`src/logic/cgs_pkg.sv`:
```
package cgs_pkg;
  // ==========================================================================
  // Register map (byte addresses)
  localparam logic [7:0] ADDR_STANDBY     = 8'h00;
  localparam logic [7:0] ADDR_GEAR        = 8'h04;
  localparam logic [7:0] ADDR_NOISE       = 8'h08;
  localparam logic [7:0] ADDR_KEY_ONE     = 8'h0C;
  localparam logic [7:0] ADDR_KEY_TWO     = 8'h10;
  localparam logic [7:0] ADDR_IDLE_EN     = 8'h14;
  localparam logic [7:0] ADDR_STATUS      = 8'h18;
  localparam logic [7:0] ADDR_PROT_EXT    = 8'h1C;
  // ==========================================================================
  // Field positions
  localparam int WARMUP_LSB   = 4;
  localparam int HALTM_LSB    = 2;
  localparam int EXT_CLOCK_IN_BIT    = 2;
  localparam int HFDRV_BIT    = 1;
  localparam int LFDRV_BIT    = 0;
  localparam int PROTECT_BIT  = 7;
  // ==========================================================================
  // Reset values
  localparam logic [2:0] GEAR_RST    = 3'h4;
  localparam logic [1:0] WARMUP_RST  = 2'h2;
  localparam logic [1:0] HALTM_RST   = 2'h3;
  localparam logic [4:0] IDLE_EN_RST = 5'h00;
  // ==========================================================================
  // Keys and codes
  localparam logic [7:0] KEY_A = 8'h5A;
  localparam logic [7:0] KEY_B = 8'hA5;
  localparam logic [1:0] HALT_STOP  = 2'h1;
  localparam logic [1:0] HALT_DEEP  = 2'h2;
  localparam logic [1:0] HALT_LIGHT = 2'h3;
  localparam logic [1:0] WU_8  = 2'h1;
  localparam logic [1:0] WU_14 = 2'h2;
  localparam logic [1:0] WU_16 = 2'h3;
  localparam int WU_8_CYC  = 256;
  localparam int WU_14_CYC = 16384;
  localparam int WU_16_CYC = 65536;
  localparam int HOLD_WIN_CYC = 3;
  // Interrupt source bit positions in the wake bus
  localparam int SRC_EXT   = 0;
  localparam int SRC_KEY   = 1;
  localparam int SRC_CLOCK = 2;
  localparam int SRC_ALARM = 3;
  localparam int SRC_WDT   = 4;
  localparam int SRC_PERI  = 5;
  localparam int SRC_NUM   = 6;
  typedef enum logic [3:0] {
    ST_RUN   = 4'h1,
    ST_LIGHT = 4'h2,
    ST_DEEP  = 4'h4,
    ST_STOP  = 4'h8
  } cgs_state_e;
  typedef enum logic [2:0] {
    KS_IDLE = 3'h1,
    KS_K1A  = 3'h2,
    KS_K1B  = 3'h4
  } cgs_key_e;
endpackage : cgs_pkg

```
`src/logic/cgs_clock_standby.sv`:
```
// Our own choices: the APB slave port and the address map.
`timescale 1ns/1ps
`default_nettype none
module cgs_clock_standby
  import cgs_pkg::*;
#(
  parameter int WU8  = WU_8_CYC,
  parameter int WU14 = WU_14_CYC,
  parameter int WU16 = WU_16_CYC
) (
  input  wire logic             ref_clk,       // Oscillator clock
  input  wire logic             rst,           // Async reset, high
  input  wire logic             psel,          // APB select
  input  wire logic             penable,       // APB enable
  input  wire logic             pwrite,        // APB direction
  input  wire logic [7:0]       paddr,         // APB address
  input  wire logic [31:0]      pwdata,        // APB write data
  output logic      [31:0]      prdata,        // APB read data
  output logic                  pready,        // APB ready
  output logic                  pslverr,       // APB error
  input  wire logic             haltReq,       // Halt instruction pulse
  input  wire logic [SRC_NUM-1:0] irqReq,      // Interrupt requests
  input  wire logic [SRC_NUM*3-1:0] irqLevel,  // Levels, 3 bits each
  input  wire logic             nmiReq,        // Non-maskable request
  input  wire logic [2:0]       irqMaskLevel,  // CPU mask level
  input  wire logic             protExtWrite,  // External protected write
  output logic                  fastClkEn,     // Fast clock enable pulse
  output logic                  cpuClkEn,      // CPU clock gate
  output logic                  periClkEn,     // Peripheral gate, on in run and light idle
  output logic      [4:0]       idleRunEn,     // Per-peripheral run gate
  output logic                  rtcClkEn,      // Clock and alarm gate
  output logic                  hfOscEn,       // Oscillator run
  output logic                  hfOscDrive,    // Oscillator drive
  output logic                  lfOscDrive,    // Low osc drive
  output logic                  extClockIn,    // External clock mode
  output logic                  oscOutPin,     // Oscillator output pin
  output logic                  portHold,      // Hold port pins
  output logic                  wakeService,   // Wake and service pulse
  output logic                  wakeResume,    // Wake without service pulse
  output logic                  protViolIrq    // Protection violation pulse
);
  typedef struct packed {
    logic [31:0] prdata;
    logic        pready;
    logic        pslverr;
    logic [2:0]  gearSel;
    logic [2:0]  gearAct;
    logic        gearPend;
    logic [16:0] wuCnt;
    logic [1:0]  warmupSel;
    logic [1:0]  haltSel;
    logic        hfDrv;
    logic        lfDrv;
    logic        ext_clock_in;
    logic        protect;
    logic [4:0]  idleEn;
    cgs_key_e    keySt;
    logic        keyFirst;
    cgs_state_e  st;
    logic [1:0]  entCnt;
    logic        heldPend;
    logic [SRC_NUM-1:0] heldSrc;
    logic [4:0]  divCnt;
    logic        fastEn;
    logic        wakeSvc;
    logic        wakeRes;
    logic        viol;
  } cgs_state_s;
  cgs_state_s cur_r;
  cgs_state_s cur_nxt;
  logic [16:0] wuLen;
  logic [4:0]  divMax;
  logic        acc;
  logic        wr;
  logic        protHit;
  logic        wrOk;
  logic [SRC_NUM-1:0] okLvl;
  logic [SRC_NUM-1:0] canWake;
  logic        svc;
  logic        res;
  logic        svcNew;
  logic        resNew;
  logic        gearWr;
  logic [SRC_NUM-1:0] freshReq;
  // ==========================================================================
  // Per-source level compare
  genvar gi;
  generate
    for (gi = 0; gi < SRC_NUM; gi++) begin : g_lvl
      assign okLvl[gi] = irqReq[gi] && (irqLevel[gi*3 +: 3] >= irqMaskLevel);
      assign freshReq[gi] = irqReq[gi] && !cur_r.heldSrc[gi];
    end
  endgenerate
  // ==========================================================================
  // Combinational helpers
  always_comb begin
    unique case (cur_r.warmupSel)
      WU_8:    wuLen = 17'(WU8);
      WU_14:   wuLen = 17'(WU14);
      WU_16:   wuLen = 17'(WU16);
      default: wuLen = 17'(WU8);
    endcase
    unique case (cur_r.gearAct)
      3'h0:    divMax = 5'h00;
      3'h1:    divMax = 5'h01;
      3'h2:    divMax = 5'h03;
      3'h3:    divMax = 5'h07;
      default: divMax = 5'h0F;
    endcase
    acc     = psel && penable;
    wr      = acc && pwrite;
    protHit = wr && (paddr == ADDR_STANDBY || paddr == ADDR_GEAR
                     || paddr == ADDR_NOISE);
    wrOk    = !cur_r.protect;
    canWake = '0;
    unique case (cur_r.st)
      ST_LIGHT: canWake = {SRC_NUM{1'b1}};
      ST_DEEP:  canWake = (SRC_NUM)'(6'h0F);
      ST_STOP:  canWake = (SRC_NUM)'(6'h03);
      default:  canWake = '0;
    endcase
    svc = nmiReq || |(okLvl & canWake);
    res = |(irqReq & canWake & (SRC_NUM)'(6'h0F));
    // ==========================================================================
    // Wake qualification
    // Sources held in the entry window do not count as new requests
    svcNew = nmiReq || |(okLvl & freshReq & canWake);
    resNew = |(freshReq & canWake & (SRC_NUM)'(6'h0F));
  end
  // ==========================================================================
  // Next state
  always_comb begin
    cur_nxt         = cur_r;
    cur_nxt.pready  = 1'b0;
    cur_nxt.pslverr = 1'b0;
    cur_nxt.viol    = 1'b0;
    cur_nxt.wakeSvc = 1'b0;
    cur_nxt.wakeRes = 1'b0;
    gearWr          = 1'b0;
    // ==========================================================================
    // APB single wait state: answer in the second cycle of the access phase
    if (acc && !cur_r.pready) begin
      cur_nxt.pready = 1'b1;
      cur_nxt.prdata = '0;
      if (!pwrite) begin
        unique case (paddr)
          ADDR_STANDBY: cur_nxt.prdata[5:0] = {cur_r.warmupSel, cur_r.haltSel, 2'h0};
          ADDR_GEAR:    cur_nxt.prdata[2:0] = cur_r.gearSel;
          ADDR_NOISE:   cur_nxt.prdata[7:0] = {cur_r.protect, 4'h0, cur_r.ext_clock_in,
                                               cur_r.hfDrv, cur_r.lfDrv};
          ADDR_KEY_ONE, ADDR_KEY_TWO, ADDR_PROT_EXT: cur_nxt.prdata = '0;
          ADDR_IDLE_EN: cur_nxt.prdata[4:0] = cur_r.idleEn;
          ADDR_STATUS:  cur_nxt.prdata[5:0] = {cur_r.gearPend, cur_r.gearAct,
                                               cur_r.st == ST_RUN, cur_r.protect};
          default:      cur_nxt.pslverr = 1'b1;
        endcase
      end else begin
        if (protHit && !wrOk) begin
          cur_nxt.viol = 1'b1;
        end
        if (wrOk) begin
          unique case (paddr)
            ADDR_STANDBY: begin
              cur_nxt.warmupSel = pwdata[WARMUP_LSB +: 2];
              cur_nxt.haltSel   = pwdata[HALTM_LSB +: 2];
            end
            ADDR_GEAR: begin
              if (pwdata[2:0] <= 3'h4) begin
                cur_nxt.gearSel  = pwdata[2:0];
                cur_nxt.gearPend = 1'b1;
                cur_nxt.wuCnt    = '0;
                gearWr           = 1'b1;
              end
            end
            ADDR_NOISE: begin
              cur_nxt.ext_clock_in = pwdata[EXT_CLOCK_IN_BIT];
              cur_nxt.hfDrv = pwdata[HFDRV_BIT];
              cur_nxt.lfDrv = pwdata[LFDRV_BIT];
            end
            default: ;
          endcase
        end
        if (paddr == ADDR_IDLE_EN) begin
          cur_nxt.idleEn = pwdata[4:0];
        end
        if (paddr == ADDR_PROT_EXT) begin
          cur_nxt.pslverr = 1'b0;
        end
        if (!(paddr inside {ADDR_STANDBY, ADDR_GEAR, ADDR_NOISE, ADDR_KEY_ONE,
                            ADDR_KEY_TWO, ADDR_IDLE_EN, ADDR_STATUS, ADDR_PROT_EXT})) begin
          cur_nxt.pslverr = 1'b1;
        end
        // ==========================================================================
        // Double-key sequence; any other write aborts
        cur_nxt.keySt = KS_IDLE;
        unique case (cur_r.keySt)
          KS_IDLE: begin
            if (paddr == ADDR_KEY_ONE && pwdata[7:0] == KEY_A) begin
              cur_nxt.keySt    = KS_K1A;
              cur_nxt.keyFirst = 1'b0;
            end else if (paddr == ADDR_KEY_ONE && pwdata[7:0] == KEY_B && cur_r.keyFirst) begin
              cur_nxt.keySt = KS_K1B;
            end else begin
              cur_nxt.keyFirst = 1'b0;
            end
          end
          KS_K1A: begin
            if (paddr == ADDR_KEY_TWO && pwdata[7:0] == KEY_B) begin
              cur_nxt.keyFirst = 1'b1;
            end
          end
          KS_K1B: begin
            cur_nxt.keyFirst = 1'b0;
            if (paddr == ADDR_KEY_TWO && pwdata[7:0] == KEY_A) begin
              cur_nxt.protect = !cur_r.protect;
            end
          end
        endcase
      end
    end
    if (protExtWrite && cur_r.protect) begin
      cur_nxt.viol = 1'b1;
    end
    // ==========================================================================
    // Gear warm-up and fast-clock divider
    // A gear write in the same cycle restarts the count and wins
    if (cur_r.gearPend && !gearWr) begin
      if (cur_r.wuCnt + 17'h1 >= wuLen) begin
        cur_nxt.gearAct  = cur_r.gearSel;
        cur_nxt.gearPend = 1'b0;
        cur_nxt.divCnt   = '0;
      end else begin
        cur_nxt.wuCnt = cur_r.wuCnt + 17'h1;
      end
    end
    if (cur_r.divCnt >= divMax) begin
      cur_nxt.divCnt = '0;
      cur_nxt.fastEn = 1'b1;
    end else begin
      cur_nxt.divCnt = cur_r.divCnt + 5'h1;
      cur_nxt.fastEn = 1'b0;
    end
    // ==========================================================================
    // Standby controller
    unique case (cur_r.st)
      ST_RUN: begin
        if (haltReq) begin
          cur_nxt.entCnt = '0;
          // Entry drops any stale pending state
          cur_nxt.heldPend = 1'b0;
          cur_nxt.heldSrc  = '0;
          unique case (cur_r.haltSel)
            HALT_LIGHT: cur_nxt.st = ST_LIGHT;
            HALT_DEEP:  cur_nxt.st = ST_DEEP;
            HALT_STOP:  cur_nxt.st = ST_STOP;
            default:    cur_nxt.st = ST_RUN;
          endcase
        end
      end
      ST_LIGHT: begin
        if (svc) begin
          cur_nxt.st = ST_RUN;
          cur_nxt.wakeSvc = 1'b1;
        end else if (res) begin
          cur_nxt.st = ST_RUN;
          cur_nxt.wakeRes = 1'b1;
        end
      end
      ST_DEEP, ST_STOP: begin
        if (cur_r.entCnt < 2'(HOLD_WIN_CYC)) begin
          if (cur_r.fastEn) begin
            cur_nxt.entCnt = cur_r.entCnt + 2'h1;
          end
          // Requests in the entry window only latch as pending
          if (svc) begin
            cur_nxt.heldPend = 1'b1;
          end
          cur_nxt.heldSrc = cur_r.heldSrc | (irqReq & canWake);
        end else begin
          // A held source that drops may wake again later
          cur_nxt.heldSrc = cur_r.heldSrc & irqReq;
          if (svcNew || resNew) begin
            cur_nxt.st       = ST_RUN;
            cur_nxt.heldPend = 1'b0;
            cur_nxt.heldSrc  = '0;
            cur_nxt.wakeSvc  = svcNew || cur_r.heldPend;
            cur_nxt.wakeRes  = !(svcNew || cur_r.heldPend);
          end
        end
      end
    endcase
  end
  // ==========================================================================
  // State register
  always_ff @(posedge ref_clk or posedge rst) begin
    if (rst) begin
      cur_r           <= '0;
      cur_r.gearSel   <= GEAR_RST;
      cur_r.gearAct   <= GEAR_RST;
      cur_r.warmupSel <= WARMUP_RST;
      cur_r.haltSel   <= HALTM_RST;
      cur_r.hfDrv     <= 1'b1;
      cur_r.lfDrv     <= 1'b1;
      cur_r.idleEn    <= IDLE_EN_RST;
      cur_r.keySt     <= KS_IDLE;
      cur_r.st        <= ST_RUN;
    end else begin
      cur_r <= cur_nxt;
    end
  end
  // ==========================================================================
  // Registered outputs
  always_ff @(posedge ref_clk or posedge rst) begin
    if (rst) begin
      {fastClkEn, cpuClkEn, periClkEn, rtcClkEn, hfOscEn} <= 5'h1F;
      idleRunEn  <= 5'h1F;
      hfOscDrive <= 1'b1;
      lfOscDrive <= 1'b1;
      extClockIn <= 1'b0;
      oscOutPin  <= 1'b0;
      portHold   <= 1'b0;
    end else begin
      fastClkEn  <= cur_nxt.fastEn && cur_nxt.st != ST_STOP && cur_nxt.st != ST_DEEP;
      cpuClkEn   <= cur_nxt.st == ST_RUN;
      periClkEn  <= cur_nxt.st inside {ST_RUN, ST_LIGHT};
      idleRunEn  <= (cur_nxt.st == ST_LIGHT) ? cur_nxt.idleEn
                  : (cur_nxt.st == ST_RUN) ? 5'h1F : 5'h00;
      rtcClkEn   <= cur_nxt.st != ST_STOP;
      hfOscEn    <= cur_nxt.st != ST_STOP && !cur_nxt.ext_clock_in;
      hfOscDrive <= cur_nxt.hfDrv;
      lfOscDrive <= cur_nxt.lfDrv;
      extClockIn <= cur_nxt.ext_clock_in;
      oscOutPin  <= cur_nxt.ext_clock_in;
      portHold   <= cur_nxt.st == ST_LIGHT;
    end
  end
  assign prdata      = cur_r.prdata;
  assign pready      = cur_r.pready;
  assign pslverr     = cur_r.pslverr;
  assign wakeService = cur_r.wakeSvc;
  assign wakeResume  = cur_r.wakeRes;
  assign protViolIrq = cur_r.viol;
endmodule : cgs_clock_standby
`default_nettype wire

```
`config.mk`:
```
export PLATFORM = sky130hd
export DESIGN_NAME = cgs_clock_standby
export DESIGN_NICKNAME = d
export VERILOG_FILES = /design/src/logic/cgs_pkg.sv /design/src/logic/cgs_clock_standby.sv
export SDC_FILE = /design/constraint.sdc
export NUM_CORES = 1
export LEC_CHECK = 0
export BUFFER_PORTS_ARGS = -buffer_cell sky130_fd_sc_hd__buf_2
export CORE_ASPECT_RATIO = 0.8
export CORE_MARGIN = 10
export CORE_UTILIZATION = 55
export DETAILED_ROUTE_END_ITERATION = 8
export GPL_ROUTABILITY_DRIVEN = 0
export PLACE_DENSITY = 0.91
export REMOVE_ABC_BUFFERS = 1
export SLEW_MARGIN = 20
export SYNTH_ARGS = -nofsm -noshare
export SYNTH_HDL_FRONTEND = slang
export SYNTH_SLANG_ARGS = --single-unit
```
`constraint.sdc`:
```
create_clock -name ref_clk -period 4.5 [get_ports ref_clk]
set_clock_uncertainty 0.2 [all_clocks]
set_input_delay 0.45 -clock ref_clk [delete_from_list [all_inputs] [get_ports ref_clk]]
set_output_delay 0.45 -clock ref_clk [all_outputs]
set_load 0.03 [all_outputs]
```
---- Word level (Yosys, flattened, before mapping) ----
Cells that the tools add are included.
operators by class
  multiplexer cells ....................... 66
  bitwise logic cells ..................... 8
  reduce and logical (&&, ||, !) cells .... 65
  order comparisons ....................... 10
  equal/unequal tests ..................... 35
  add/subtract/negate cells ............... 3
operators by type and width
  operator                                       count
  two-way mux 35 bit                             2
  two-way mux 18 bit                             3
  case mux 17 bit (2 select lines)               1
  == test 8 x 5 -> 1 bit, second input constant  4
  AND 6 bit                                      5
  logical AND 1 bit                              27
  two-way mux 25 bit                             1
  two-way mux 4 bit                              6
  case mux 4 bit (3 select lines)                2
  AND reduction 4 bit                            6
  two-way mux 1 bit                              21
  two-way mux 3 bit                              7
  two-way mux 5 bit                              4
  greater-or-equal comparator 3 bit              6
  case mux 6 bit (3 select lines)                1
  case mux 9 bit (2 select lines)                1
  adder 17 x 1 -> 17 bit, second input constant  1
  greater-or-equal comparator 17 bit             1
  two-way mux 17 bit                             1
  == test 8 x 4 -> 1 bit, second input constant  2
  case mux 4 bit (4 select lines)                1
  case mux 3 bit (5 select lines)                1
  two-way mux 7 bit                              2
  two-way mux 13 bit                             1
  other kinds (43)                               80
storage, ports and cells
  output and inout bits ................... 52
  word-level logic and storage cells ...... 219
  register bits after elaboration ......... 84

---- Logic depth before layout (Yosys ltp) ----
  depth in word-level cells ............... 13
  mapped depth ............................ 15

---- Worst setup path before layout ----
OpenSTA, ideal clock, no wires.
  path type ............................... flip-flop to flip-flop
  from .................................... register cur_r[39] (netlist name)
  to ...................................... register cur_r[39] (netlist name)
  setup time .............................. 0.077 ns
  cell stages (with the launch flop) ...... 16
  setup slack ............................. 0.797 ns
  arrival ................................. 3.425 ns
  cells stage by stage .................... dfrtp_1 -> ha_1 -> nand4_1 -> or3_1 -> nor2_1 -> nand3_1 -> xnor2_1 -> ha_1 -> o21a_1 -> nand3_1 -> o221a_2 -> o211ai_2 -> buf_2 -> buf_1 -> o21ai_0 -> a21oi_1
RTL lines
  element                 RTL line                  source
  start, declared         cgs_clock_standby.sv:69   cgs_state_s cur_r;
  start signal, assigned  cgs_clock_standby.sv:308  cur_r <= cur_nxt;

==> flow_summary_export.csv <==
group,metric,value,unit
logic_synthesis,avgSynthCellArea,9.027,sq um
critical_path,r2r-end,"cur_r[53]",
logic_synthesis,synthMuxAreaShare,4.015,%
finish,nFillCells,762,
timing,slew_violations,0,
timing,post-route-period-util,92.28,%
cts,cts_tree,"done",
critical_path,critPathMaxStageDelay,0.51,ns
cts,h-tree-depth,3,
logic_synthesis,synth_seq_cells,83,
finish,finalNetCount,769,
finish,layout-drive-gt1-share,21.19,%
logic_synthesis,synth_edf_count,0,
cts,path_clk_slew,0.07,ns
worst_hold_path,hold_class,"input pin to asynchronous set/reset pin",
cts,clockRootBuffer,"clkbuf_16",
global_routing,antenna_found_initial,0,
global_routing,gr-total-overflow,0,
routing,first_pass_iters,8,
critical_path,worst-setup-path-type,"flip-flop to flip-flop",
routing,drt_first_iter_violations,628,
timing,fin_tns_setup,0,ns
floorplan,start_util,56.69,%
critical_path,r2r_start,"cur_r[39]",
logic_synthesis,ys_seq_area_share,38.09,%
critical_path,rrSetupSlack,0.35,ns
logic_synthesis,synth_commonest_cells,"dfrtp_1, nand2_1, a21oi_1, buf_4, inv_1",
floorplan,dieArea,14460,sq um
critical_path,reg2regPathDepth,14,
logic_synthesis,ys_top_cells_by_area,"dfrtp_1, dfstp_2, ha_1",
floorplan,io_pins,127,
placed_design,post-dp-hpwl,11.07,mm
logic_synthesis,yosys_warnings,0,
cts,clock_path_buffers,2,
critical_path,crit_slowest_cell,"or4b_1",
timing,min_period,4.152,ns
routing,vias_per_cell,6.309,
critical_path,path_cells,"ha_2 -> nand4_1 -> or3_1 -> nor2_2 -> nand3_1 -> xnor2_1 -> ha_1 -> o21a_1 -> nand4_1 -> o221a_2 -> o211ai_2 -> buf_4 -> or4b_1 -> a21oi_1",
cts,hold_buffers,0,
cts,cts_resized,0,
critical_path,cp_max_fo,18,
power,leakage,0.002704,uW
logic_synthesis,yosys.area.top_type_share,29.04,%
cts,clock_sinks,83,
finish,multi_input_area,3014,sq um
power,power.density,296.8,nW/um^2
logic_synthesis,synth_compound_area_share,18.65,%
logic_synthesis,synth_xor_area_share,2.064,%
timing,relSlewSlack,33.51,%
logic_synthesis,synth_top_family_by_area,"simple AND/OR/NAND/NOR gates",
finish,area_growth,12.14,%
timing,timing.final.ws_setup,0.3475,ns
global_routing,grt.total_usage,20.11,%
routing,wl_per_cell,18.68,um
critical_path,critPathCaptureType,"flip-flop",
logic_synthesis,synthSimpleGateAreaFrac,21.46,%
routing,drc,0,
timing,worst_slew_pin_slew,0.9723,ns
logic_synthesis,synthAdderAreaFrac,6.579,%
floorplan,core-area,9729,sq um
floorplan,fp.dieW,132.0,um
finish,utilization,63.57,%
logic_synthesis,yosysMostFrequentCell,"dfrtp_1",
critical_path,crit_arrival,4.21,ns
routing,wl,15.05,mm
global_routing,grt_pass1_vias,5053,
cts,cts_buffers,9,
logic_synthesis,ys.flop_type,"dfrtp_1",
cts,clk-insertion-delay-late,0.35,ns
finish,register_area,2101,sq um
critical_path,required,4.56,ns
logic_synthesis,syn_inst,611,
timing,max_clock_freq,0.2408,GHz
flow_run,drv_cap,0,
logic_synthesis,syn_area,5515,sq um
timing,finalHoldViolations,0,
floorplan,rows,32,
cts,cts_setup_buffers,0,
critical_path,cpMostUsedCell,"nand4_1",
timing,setup_viol,0,
logic_synthesis,async_flop_share,100.0,%
global_routing,grt_max_degree,52,
floorplan,die_y,109.6,um
finish,antenna_cells,0,
placed_design,dpl_worst_slack,0.3558,ns
status,status,"complete, no violations",
power,vdd_drop_max,0.2244,mV
placed_design,io_buffers,77,
logic_synthesis,ys_types,67,
routing,antenna_left,0,
critical_path,startpoint_type,"flip-flop",
power,p_total,1835,uW
routing,via_count,5085,
timing,rsz0062_at_grt,"no",
logic_synthesis,yosys.area.top_type,"dfrtp_1",
global_routing,grt_pass1_wl,23.99,mm
## worst max path at each step
stage          startpoint         to  slack [ns]  cells past startpoint
2_1_floorplan   cur_r[39]  cur_r[42]        0.70                     13
3_3_place_gp    cur_r[39]  cur_r[57]        0.51                     13
3_5_place_dp    cur_r[39]  cur_r[58]        0.36                     13
4_1_cts         cur_r[39]  cur_r[58]        0.29                     13
5_1_grt         cur_r[39]  cur_r[53]        0.06                     14
6_report        cur_r[39]  cur_r[53]        0.35                     14
## cells in the final DEF, fill, tap and decap left out, types with 16 or more instances in the layout
cell	instances
nand3_1	23
dfrtp_1	64
a21oi_1	41
nand2_1	47
dfstp_2	19
o21ai_0	31
ha_1	28
inv_1	32
nor2_1	30
conb_1	25
o31ai_1	19
buf_2	77
or4_1	16
## state kept, by name, indices dropped and copies added, names as in the netlist
name         cells
cpuClkEn         1
cur_r           57
fastClkEn        1
hfOscDrive       1
hfOscEn          1
idleRunEn        5
lfOscDrive       1
oscOutPin        1
periClkEn        1
portHold         1
prdata           7
pready           1
protViolIrq      1
pslverr          1
rtcClkEn         1
wakeResume       1
wakeService      1
## worst max-delay path, delay by kind of cell (launching register included)
family,cells,cell delay (ns)
and+or+nand+nor,6,1.67
AOI/OAI and AO/OA,4,0.74
adders and majority gates,2,0.61
DFF,1,0.47
buffers and inverters,1,0.21
xor gates and xnor gates,1,0.17
## final cells by class
| cell class | count | area share (%) |
|---|---|---|
| tap | 136 | 2.751 |
| multi-input combinational | 456 | 48.74 |
| timing repair buffer | 82 | 6.838 |
| clock buffer | 10 | 3.864 |
| clock inverter | 6 | 1.821 |
| sequential | 83 | 33.97 |
| inverter | 33 | 2.023 |
## where the power goes
group	leakage (uW)	total, uW	switching (uW)	internal [uW]
clock	0.000173	869	310	558
combinational	0.00152	194	136	57.9
sequential	0.00101	773	11.2	762
total	0.00270	1840	457	1380
## stage by stage
stage / hold WS [ns] / std cells / area [sq um]
2_1_floorplan: 0.2472 / 572 / 5229
3_3_place_gp: 0.2511 / 790 / 5823
3_5_place_dp: 0.2709 / 790 / 5823
4_1_cts: 0.07733 / 806 / 6175
5_1_grt: 0.1145 / 806 / 6185
6_report: 0.05345 / 806 / 6185
## per-layer routing
metal,vias to the layer above,global-route usage [%],part of all wire (%)
met5,-,0,0
met4,0,7.528,2.4
met3,41,6.290,9.1
met2,313,35.70,50
met1,2432,22.55,38
li1,2299,-,-
## cell families (layout without fill, tap and decap cells)
logic type	after synthesis	after routing
AOI/OAI and AO/OA	156	156
xor gates and xnor gates	13	13
adders and majority gates	29	29
buffers and inverters	96	131
DFF	83	83
muxes	21	21
other	1	25
and+or+nand+nor	212	212
No activity file was read; power rests on OpenSTA's default activity.
